`src/inc/wpim_pkg.sv`:
```
// constants and carrier types for the wake pin and interrupt mask register bank
package wpim_pkg;
	// serial frame layout: [15:14] command, [13:9] address, [8] parity, [7:0] data
	localparam logic [4:0] FRAME_BITS = 5'h10;
	localparam logic [4:0] HEADER_BITS = 5'h08;
	localparam int CMD_MSB = 15;
	localparam int CMD_LSB = 14;
	localparam int ADDR_MSB = 13;
	localparam int ADDR_LSB = 9;
	localparam logic [1:0] CMD_READ = 2'h0;
	localparam logic [1:0] CMD_WRITE = 2'h1;

	// register addresses
	localparam logic [4:0] ADDR_WAKE_PIN_MODE_CONFIG = 5'h11;
	localparam logic [4:0] ADDR_INTERRUPT_ENABLE_MASK = 5'h12;

	// values after reset
	localparam logic [7:0] RST_WAKE_PIN_MODE_CONFIG = 8'h00;
	localparam logic [7:0] RST_INTERRUPT_ENABLE_MASK = 8'h00;

	// mode field of each wake pin: pin n sits in bits 2n+1:2n
	localparam int PIN_COUNT = 4;
	localparam int MODE_WIDTH = 2;
	localparam logic [1:0] MODE_OFF = 2'h0;
	localparam logic [1:0] MODE_WAKE = 2'h1;
	localparam logic [1:0] MODE_LOW_OR_HIGH = 2'h2;
	localparam logic [1:0] MODE_HIGH = 2'h3;
	// pins 3 and 2 only have a high-side driver, pins 1 and 0 have both
	localparam logic [3:0] LOW_SIDE_CAPABLE = 4'h3;

	// interrupt mask bit positions
	localparam int MASK_CAN_FAULT = 7;
	localparam int MASK_HOST_REQUEST = 6;
	localparam int MASK_SECOND_LIN = 5;
	localparam int MASK_FIRST_LIN = 4;
	localparam int MASK_WAKE_PIN = 3;
	localparam int MASK_SAFETY = 2;
	localparam int MASK_UNUSED = 1;
	localparam int MASK_VMON = 0;

	// fault and request events from the detectors, one-cycle pulses
	typedef struct packed {
		logic can_fault;
		logic second_lin_fault;
		logic first_lin_fault;
		logic wake_pin_fault;
		logic safety_event;
		logic vmon_event;
	} wpim_fault_s;

	// drive controls for the four wake pins
	typedef struct packed {
		logic [3:0] high_side_driver;
		logic [3:0] low_side_driver;
		logic [3:0] wake_enable;
	} wpim_pin_drive_s;

	typedef enum logic [1:0] {
		ST_IDLE = 2'b01,
		ST_SHIFT = 2'b10
	} wpim_state_e;
endpackage

```
`src/design/wpim_regs.sv`:
```
// wake pin mode and interrupt mask registers behind the serial command port
//
// What this block does
// - The pin mode register holds a two-bit field per pin: pin 3 in 7:6, pin 2 in 5:4, pin 1 in 3:2, pin 0 in 1:0.
// - Mode 00 keeps the pin driver off and ignores pin transitions as wake sources.
// - Mode 01 keeps the pin driver off and accepts pin transitions as wake sources.
// - Pins 3 and 2 turn on their high-side driver for mode 10 or 11.
// - Pins 1 and 0 turn on the low-side driver for mode 10 and the high-side driver for mode 11.
// - Mask bit 7 passes CAN bus faults to the interrupt output.
// - Enabling the host request gives exactly one interrupt, not a repeated one.
// - The host request fires only when mask bits 6 and 2 are both 1, and the host sets both.
// - Mask bit 5 passes second LIN failures to the interrupt output, and 0 suppresses them.
// - Mask bit 4 passes first LIN failures to the interrupt output, and 0 suppresses them.
// - Mask bit 3 passes wake pin failures to the interrupt output, and 0 suppresses them.
// - Mask bit 2 passes regulator overvoltage, pre-warning, undervoltage, safety and host request events.
// - Mask bit 0 passes regulator monitoring events to the interrupt output.
`timescale 1ns/1ps
`default_nettype none

module wpim_regs (
	input wire logic clk_in,
	input wire logic rst_b_in,
	input wire logic spi_cs_b_in,
	input wire logic spi_sclk_in,
	input wire logic spi_mosi_in,
	output logic spi_miso_out,
	output logic spi_miso_oe_out,
	input wire logic [3:0] wake_pin_level_in,
	input wire wpim_pkg::wpim_fault_s fault_in,
	output wpim_pkg::wpim_pin_drive_s pin_drive_out,
	output logic wake_event_out,
	output logic int_req_out
);

	// decode one pin's mode into its high-side enable
	function automatic logic high_on(input logic [1:0] mode, input logic low_capable);
		if (low_capable) begin
			high_on = (mode == wpim_pkg::MODE_HIGH);
		end else begin
			high_on = (mode == wpim_pkg::MODE_LOW_OR_HIGH) || (mode == wpim_pkg::MODE_HIGH);
		end
	endfunction

	// read back of the register at an address, zero for anything unmapped
	function automatic logic [7:0] read_reg(input logic [4:0] addr, input logic [7:0] cfg,
			input logic [7:0] mask);
		if (addr == wpim_pkg::ADDR_WAKE_PIN_MODE_CONFIG) begin
			read_reg = cfg;
		end else if (addr == wpim_pkg::ADDR_INTERRUPT_ENABLE_MASK) begin
			read_reg = mask;
		end else begin
			read_reg = 8'h00;
		end
	endfunction

	wpim_pkg::wpim_state_e state_ff, nxt_state;
	logic sclk_ff, nxt_sclk;
	logic cs_b_ff, nxt_cs_b;
	logic [4:0] bit_cnt_ff, nxt_bit_cnt;
	logic [15:0] rx_ff, nxt_rx;
	logic [7:0] tx_ff, nxt_tx;
	logic miso_ff, nxt_miso;
	logic miso_oe_ff, nxt_miso_oe;
	logic [7:0] wake_pin_mode_config_ff, nxt_wake_pin_mode_config;
	logic [7:0] interrupt_enable_mask_ff, nxt_interrupt_enable_mask;
	logic sclk_rise, sclk_fall, frame_end;
	logic [15:0] rx_shifted;

	// inputs are synchronous, so one stage of history suffices for edge detection
	assign sclk_rise = spi_sclk_in && !sclk_ff && !spi_cs_b_in;
	assign sclk_fall = !spi_sclk_in && sclk_ff && !spi_cs_b_in;
	assign frame_end = spi_cs_b_in && !cs_b_ff;
	assign rx_shifted = {rx_ff[14:0], spi_mosi_in};

	// serial frame engine and register writes
	always_comb begin
		nxt_state = state_ff;
		nxt_sclk = spi_sclk_in;
		nxt_cs_b = spi_cs_b_in;
		nxt_bit_cnt = bit_cnt_ff;
		nxt_rx = rx_ff;
		nxt_tx = tx_ff;
		nxt_miso = miso_ff;
		nxt_miso_oe = !spi_cs_b_in;
		nxt_wake_pin_mode_config = wake_pin_mode_config_ff;
		nxt_interrupt_enable_mask = interrupt_enable_mask_ff;
		case (state_ff)
			wpim_pkg::ST_IDLE: begin
				nxt_bit_cnt = 5'h00;
				nxt_miso = 1'b0;
				if (!spi_cs_b_in) begin
					nxt_state = wpim_pkg::ST_SHIFT;
				end
			end
			wpim_pkg::ST_SHIFT: begin
				if (frame_end) begin
					// a frame of the wrong length is dropped whole, so a glitch never writes
					if (bit_cnt_ff == wpim_pkg::FRAME_BITS &&
							rx_ff[wpim_pkg::CMD_MSB:wpim_pkg::CMD_LSB] == wpim_pkg::CMD_WRITE) begin
						if (rx_ff[wpim_pkg::ADDR_MSB:wpim_pkg::ADDR_LSB] ==
								wpim_pkg::ADDR_WAKE_PIN_MODE_CONFIG) begin
							nxt_wake_pin_mode_config = rx_ff[7:0];
						end
						if (rx_ff[wpim_pkg::ADDR_MSB:wpim_pkg::ADDR_LSB] ==
								wpim_pkg::ADDR_INTERRUPT_ENABLE_MASK) begin
							nxt_interrupt_enable_mask = rx_ff[7:0];
						end
					end
					nxt_state = wpim_pkg::ST_IDLE;
				end else if (sclk_rise) begin
					nxt_rx = rx_shifted;
					// saturate so an over-long frame stays recognisably wrong
					if (bit_cnt_ff != 5'h1F) begin
						nxt_bit_cnt = bit_cnt_ff + 5'h01;
					end
					// header complete: load the addressed register for a read
					if (bit_cnt_ff + 5'h01 == wpim_pkg::HEADER_BITS) begin
						if (rx_shifted[7:6] == wpim_pkg::CMD_READ) begin
							nxt_tx = read_reg(rx_shifted[5:1], wake_pin_mode_config_ff,
								interrupt_enable_mask_ff);
						end else begin
							nxt_tx = 8'h00;
						end
						nxt_miso = nxt_tx[7];
					end
				end else if (sclk_fall) begin
					if (bit_cnt_ff > wpim_pkg::HEADER_BITS && bit_cnt_ff < wpim_pkg::FRAME_BITS) begin
						nxt_tx = {tx_ff[6:0], 1'b0};
						nxt_miso = tx_ff[6];
					end
				end
			end
			default: begin
				nxt_state = wpim_pkg::ST_IDLE;
			end
		endcase
	end

	always_ff @(posedge clk_in or negedge rst_b_in) begin
		if (!rst_b_in) begin
			state_ff <= wpim_pkg::ST_IDLE;
			sclk_ff <= 1'b0;
			cs_b_ff <= 1'b1;
			bit_cnt_ff <= 5'h00;
			rx_ff <= 16'h0000;
			tx_ff <= 8'h00;
			miso_ff <= 1'b0;
			miso_oe_ff <= 1'b0;
			wake_pin_mode_config_ff <= wpim_pkg::RST_WAKE_PIN_MODE_CONFIG;
			interrupt_enable_mask_ff <= wpim_pkg::RST_INTERRUPT_ENABLE_MASK;
		end else begin
			state_ff <= nxt_state;
			sclk_ff <= nxt_sclk;
			cs_b_ff <= nxt_cs_b;
			bit_cnt_ff <= nxt_bit_cnt;
			rx_ff <= nxt_rx;
			tx_ff <= nxt_tx;
			miso_ff <= nxt_miso;
			miso_oe_ff <= nxt_miso_oe;
			wake_pin_mode_config_ff <= nxt_wake_pin_mode_config;
			interrupt_enable_mask_ff <= nxt_interrupt_enable_mask;
		end
	end

	assign spi_miso_out = miso_ff;
	assign spi_miso_oe_out = miso_oe_ff;

	wpim_pkg::wpim_pin_drive_s drive_ff, nxt_drive;
	logic [3:0] pin_level_ff, nxt_pin_level;
	logic wake_event_ff, nxt_wake_event;

	// pin drivers follow the mode fields; wake transitions count only in wake mode
	always_comb begin
		logic [1:0] mode;
		mode = 2'h0;
		nxt_drive = '0;
		nxt_pin_level = wake_pin_level_in;
		nxt_wake_event = 1'b0;
		for (int i = 0; i < wpim_pkg::PIN_COUNT; i++) begin
			mode = wake_pin_mode_config_ff[i*wpim_pkg::MODE_WIDTH +: wpim_pkg::MODE_WIDTH];
			// modes 00 and 01 leave both drivers off
			nxt_drive.high_side_driver[i] = high_on(mode, wpim_pkg::LOW_SIDE_CAPABLE[i]);
			nxt_drive.low_side_driver[i] = wpim_pkg::LOW_SIDE_CAPABLE[i] &&
				(mode == wpim_pkg::MODE_LOW_OR_HIGH);
			nxt_drive.wake_enable[i] = (mode == wpim_pkg::MODE_WAKE);
			if (nxt_drive.wake_enable[i] && (wake_pin_level_in[i] != pin_level_ff[i])) begin
				nxt_wake_event = 1'b1;
			end
		end
	end

	always_ff @(posedge clk_in or negedge rst_b_in) begin
		if (!rst_b_in) begin
			drive_ff <= '0;
			pin_level_ff <= 4'h0;
			wake_event_ff <= 1'b0;
		end else begin
			drive_ff <= nxt_drive;
			pin_level_ff <= nxt_pin_level;
			wake_event_ff <= nxt_wake_event;
		end
	end

	assign pin_drive_out = drive_ff;
	assign wake_event_out = wake_event_ff;

	logic req_armed_ff, nxt_req_armed;
	logic int_ff, nxt_int;
	logic host_req_rise;

	// host request fires once on the write that first makes both bits set
	assign host_req_rise = nxt_req_armed && !req_armed_ff;

	// each fault source gated by its own mask bit, the host request by bits 6 and 2 together; bit 1 is never looked at
	always_comb begin
		nxt_req_armed = interrupt_enable_mask_ff[wpim_pkg::MASK_HOST_REQUEST] &&
			interrupt_enable_mask_ff[wpim_pkg::MASK_SAFETY];
		nxt_int = (fault_in.can_fault && interrupt_enable_mask_ff[wpim_pkg::MASK_CAN_FAULT])
			|| (fault_in.second_lin_fault && interrupt_enable_mask_ff[wpim_pkg::MASK_SECOND_LIN])
			|| (fault_in.first_lin_fault && interrupt_enable_mask_ff[wpim_pkg::MASK_FIRST_LIN])
			|| (fault_in.wake_pin_fault && interrupt_enable_mask_ff[wpim_pkg::MASK_WAKE_PIN])
			|| (fault_in.safety_event && interrupt_enable_mask_ff[wpim_pkg::MASK_SAFETY])
			|| (fault_in.vmon_event && interrupt_enable_mask_ff[wpim_pkg::MASK_VMON])
			|| host_req_rise;
	end

	always_ff @(posedge clk_in or negedge rst_b_in) begin
		if (!rst_b_in) begin
			req_armed_ff <= 1'b0;
			int_ff <= 1'b0;
		end else begin
			req_armed_ff <= nxt_req_armed;
			int_ff <= nxt_int;
		end
	end

	assign int_req_out = int_ff;

endmodule

`default_nettype wire

```
`config.mk`:
```
export PLATFORM = sky130hd
export DESIGN_NAME = wpim_regs
export DESIGN_NICKNAME = d
export VERILOG_FILES = /design/src/inc/wpim_pkg.sv /design/src/design/wpim_regs.sv
export SDC_FILE = /design/constraint.sdc
export NUM_CORES = 1
export LEC_CHECK = 0
export ABC_AREA = 1
export BUFFER_PORTS_ARGS = -buffer_cell sky130_fd_sc_hd__buf_2
export CORE_UTILIZATION = 35
export DETAILED_ROUTE_END_ITERATION = 8
export PLACE_DENSITY = 0.5
export SLEW_MARGIN = 20
export SYNTH_ARGS = -nofsm -noshare
export SYNTH_HDL_FRONTEND = slang
export SYNTH_SLANG_ARGS = --single-unit
```
`constraint.sdc`:
```
create_clock -name clk_in -period 1.99 [get_ports clk_in]
set_input_delay 0.2985 -clock clk_in [delete_from_list [all_inputs] [get_ports clk_in]]
set_output_delay 0.2985 -clock clk_in [all_outputs]
set_load 0.03 [all_outputs]
```
==> load_flow_metrics.sql <==
INSERT INTO impl_metrics (metric_group, metric, value, unit) VALUES
('sta', 'min_period_over_period', '0.920', ''),
('drt', 'drt-wirelength-per-cell', '12.2', 'microns'),
('pwr', 'vdd_drop_max', '459', 'uV'),
('floorplan', 'fp.dieArea', '8950', 'sq um'),
('job', 'max_cap_violations', '0', ''),
('grt', 'grt_max_degree', '39', ''),
('drt', 'num_vias', '2286', ''),
('cells_and_area', 'cell_area_after_layout', '3530', 'sq um'),
('worst_setup_path', 'worst_setup_path_end_kind', 'flip-flop', ''),
('placed_design', 'place_ws', '72.4', 'ps'),
('clocking', 'clk_transition_reported_paths', '70', 'ps'),
('sta', 'unrepaired_setup_endpoints_after_global_routing', 'true', ''),
('sta', 'report.final.slew_viol_count', '0', ''),
('floorplan', 'initial_core_util', '0.363', ''),
('cells_and_area', 'syn2layout_area_growth', '17.7', '%'),
('clocking', 'h-tree-depth', '3', ''),
('clocking', 'worst_skew_pair.late_latency', '350', 'ps'),
('worst_setup_path', 'kind_of_critical_path', 'flip-flop to flip-flop', ''),
('outcome', 'outcome', 'finished clean', ''),
('drt', 'final_routed_wirelength_across_all_metal_layers', '6300', 'microns'),
('cells_and_area', 'antennaDiodeCount', '0', ''),
('pwr', 'leakagePower', '1.90', 'nW'),
('min_path', 'hold_path.class', 'input pin to flip-flop', ''),
('cells_and_area', 'multi_input_comb_area', '1120', 'sq um'),
('grt', 'antenna_found_initial', '0', ''),
('sta', 'setup-tns-final', '0', 'ps'),
('sta', 'total_setup_violations_reported_at_the_end_of_the_flow', '0', ''),
('clocking', 'cts.root.buffer_cell', 'sky130_fd_sc_hd__clkbuf_8', ''),
('logic_synthesis', 'post_synth.cell_area_avg', '8.27', 'sq um'),
('pwr', 'cellInternalPower', '0.00243', 'W'),
('placed_design', 'post-dp-hpwl', '4600', 'microns'),
('placed_design', 'placed_cells', '496', ''),
('drt', 'drtIter0Drc', '73', ''),
('pwr', 'netSwitchingFraction', '0.320', ''),
('pwr', 'seqPwrFrac', '0.472', ''),
('grt', 'first_global_vias', '2265', ''),
('pwr', 'power.total', '0.00358', 'W'),
('floorplan', 'chipWidth', '94.6', 'microns'),
('logic_synthesis', 'netlist_area', '3000', 'sq um'),
('placed_design', 'place.port_buffers', '28', ''),
('clocking', 'cts_tree', 'yes', ''),
('cells_and_area', 'nets', '423', ''),
('cells_and_area', 'final_layout_size_suffix_gt1_frac', '0.176', ''),
('sta', 'clock_skew', '7.56', 'ps'),
('sta', 'fin_hold_viols', '0', ''),
('sta', 'worst_slew_pin_slew', '526', 'ps'),
('cells_and_area', 'seq_area', '1680', 'sq um'),
('pwr', 'p_clk_frac', '0.333', ''),
('drt', 'ant_nets', '0', ''),
('drt', 'remaining_drc_errors', '0', ''),
('drt', 'via_per_inst', '4.44', ''),
('pwr', 'switching_component_of_the_power', '0.00115', 'W'),
('logic_synthesis', 'yosysWarningCount', '0', ''),
('worst_setup_path', 'critical_path.max_fanout', '6', ''),
('floorplan', 'io_pins', '31', ''),
('floorplan', 'fp.coreArea', '8260', 'sq um'),
('clocking', 'cts.sinks', '67', ''),
('grt', 'overflow', '0', ''),
('logic_synthesis', 'ys_seq_elements', '67', ''),
('drt', 'first_pass_iters', '4', ''),
('worst_setup_path', 'cp.arrival', '2070', 'ps'),
('sta', 'worst_rel_slew_slack', '0.648', ''),
('floorplan', 'rows', '33', ''),
('grt', 'global_route.usage.total', '0.165', ''),
('logic_synthesis', 'postSynthCellCount', '363', ''),
('floorplan', 'floorplan.die.height', '94.6', 'microns'),
('worst_setup_path', 'cp_data_required_time', '2230', 'ps'),
('sta', 'setup_ws', '160', 'ps'),
('sta', 'max_freq', '546', 'MHz'),
('clocking', 'cts_buffer_depth', '2', ''),
('clocking', 'cts_buffer_count', '9', ''),
('pwr', 'combPwrFrac', '0.195', ''),
('worst_setup_path', 'critical_path.startpoint_type', 'flip-flop', ''),
('grt', 'global_route_wire_length_before_repair', '10900', 'microns'),
('logic_synthesis', 'netlist-cell-type-count', '26', ''),
('cells_and_area', 'post_layout_nonfiller_instances', '515', ''),
('placed_design', 'routabilityCongestion', '0.810', ''),
('pwr', 'power.density_cell_area', '1010', 'nW/um^2'),
('placed_design', 'dpl-instance-area', '3290', 'sq um'),
('logic_synthesis', 'synth.yosys.seq_area_share', '0.560', ''),
('worst_setup_path', 'worst-r2r-setup-slack', '160', 'ps'),
('cells_and_area', 'n_fill_cell', '822', ''),
('sta', 'finalCriticalPeriod', '1830', 'ps');
==> cells in the final DEF, fill, tap and decap left out, types with 2 or more instances in the layout <==
cell                       synthesis  routed
sky130_fd_sc_hd__nand2_1         130     129
sky130_fd_sc_hd__dfrtp_1          65      65
sky130_fd_sc_hd__inv_1            40      40
sky130_fd_sc_hd__nor2_1           34      34
sky130_fd_sc_hd__nand3_1          28      28
sky130_fd_sc_hd__buf_2             1      28
sky130_fd_sc_hd__o21ai_0          27      27
sky130_fd_sc_hd__clkbuf_8          0      12
sky130_fd_sc_hd__buf_4             4      11
sky130_fd_sc_hd__or2_2             4       4
sky130_fd_sc_hd__nand2_2           3       4
sky130_fd_sc_hd__a221oi_1          2       2
sky130_fd_sc_hd__nor2_2            2       2
sky130_fd_sc_hd__a21oi_1           2       2
sky130_fd_sc_hd__nor4_4            2       2
sky130_fd_sc_hd__ha_1              3       2
sky130_fd_sc_hd__conb_1            1       2
sky130_fd_sc_hd__clkinv_2          0       2
sky130_fd_sc_hd__dfstp_2           2       2
==> state kept, by name, summed over array words and instances, names as in the netlist, 2 cells and up <==
signal and flops:
pin_level_ff 4, rx_ff 16, tx_ff 7, bit_cnt_ff 5, interrupt_enable_mask_ff 8, pin_drive_out 10
wake_pin_mode_config_ff 8, state_ff 2
==> cells in the mapped netlist (all sizes together) <==
cell / instances / share of area
inv: 41 / 0.051
nand2: 133 / 0.17
nor4: 2 / 0.014
buf: 5 / 0.012
a221oi: 2 / 0.0058
dfrtp: 65 / 0.54
o2111ai: 1 / 0.0029
nand3: 28 / 0.047
a21oi: 2 / 0.0033
or2: 4 / 0.0083
o22ai: 1 / 0.0021
nand4: 1 / 0.0021
conb: 1 / 0.0012
nand3b: 1 / 0.0025
dfstp: 2 / 0.018
o21ai: 28 / 0.047
ha: 3 / 0.013
nor3: 2 / 0.0071
clkbuf: 5 / 0.0063
nor2: 36 / 0.047
==> power by group through the flow <==
stage | Sequential, W | Clock [W] | Combinational [W]
6_report | 0.00169 | 0.00119 | 0.000696
5_1_grt | 0.00172 | 0.00130 | 0.000820
4_1_cts | 0.00169 | 0.00124 | 0.000694
3_5_place_dp | 0.00171 | 0 | 0.000689
3_3_place_gp | 0.00171 | 0 | 0.000683
2_1_floorplan | 0.00167 | 0 | 0.000519
==> cell families (layout without fill, tap and decap cells) <==
group,after synthesis,count (layout),share of synthesized area
buf+inv,51,97,0.0692
other cells,1,2,0.00125
flops,67,67,0.560
compound gates,34,34,0.0609
simple gates,207,207,0.296
fa+ha+maj,3,3,0.0125
==> worst paths after layout <==
| check | to | from | depth (start not counted) |
|---|---|---|---|
| worst max-delay path | tx_ff[3] | bit_cnt_ff[0] | 12 |
| worst min-delay path | pin_level_ff[3] | wake_pin_level_in[3] | 1 |
| worst max register to register | tx_ff[3] | bit_cnt_ff[0] | 12 |
| worst min register to register | pin_drive_out[11] | wake_pin_mode_config_ff[7] | 0 |
| max in group asynchronous | interrupt_enable_mask_ff[2] | rst_b_in | 3 |
| min in group asynchronous | spi_miso_oe_out | rst_b_in | 3 |
==> metal layers <==
metal  wire length [microns]  up-vias  track usage
li1                        -     1214            -
met1                    3150     1033        0.221
met2                    2790       30        0.243
met3                     243        9       0.0507
met4                     114        0       0.0770
met5                       0        -            0
==> layout make-up <==
cell class	count	share of cell area
Timing Repair Buffer	40	0.0659
Inverter	41	0.0436
Clock buffer	12	0.0468
Tap cell	105	0.0372
Multi-Input combinational cell	246	0.318
Clock inverter	4	0.0135
Sequential cell	67	0.475
==> per-stage QoR <==
stage	hold WS (ps)	utilization
2_1_floorplan	2.91	-
3_3_place_gp	352	0.398
3_5_place_dp	354	0.398
4_1_cts	55.9	0.425
5_1_grt	50.8	0.428
6_report	76.5	0.428
==> critical path, cell delays in order, from the launching register on <==
cell and delay [ps]:
sky130_fd_sc_hd__dfrtp_1 410, sky130_fd_sc_hd__ha_2 200, sky130_fd_sc_hd__nand2_1 60, sky130_fd_sc_hd__nor2_1 40, sky130_fd_sc_hd__ha_1 290, sky130_fd_sc_hd__inv_1 60, sky130_fd_sc_hd__nand3_1 60, sky130_fd_sc_hd__nor2_1 90
sky130_fd_sc_hd__nand2_1 70, sky130_fd_sc_hd__nand2_2 70, sky130_fd_sc_hd__nand3_1 200, sky130_fd_sc_hd__nand2_1 110, sky130_fd_sc_hd__nand2_1 60
==> what timing repair did <==
item,in CTS,in global routing
hold buffers,1,0
gates resized for setup,0,2
hold endpoints to repair,28,0
buffers inserted,0,2
endpoints found under the setup margin,0,6
(Power assumes the default switching activity.)
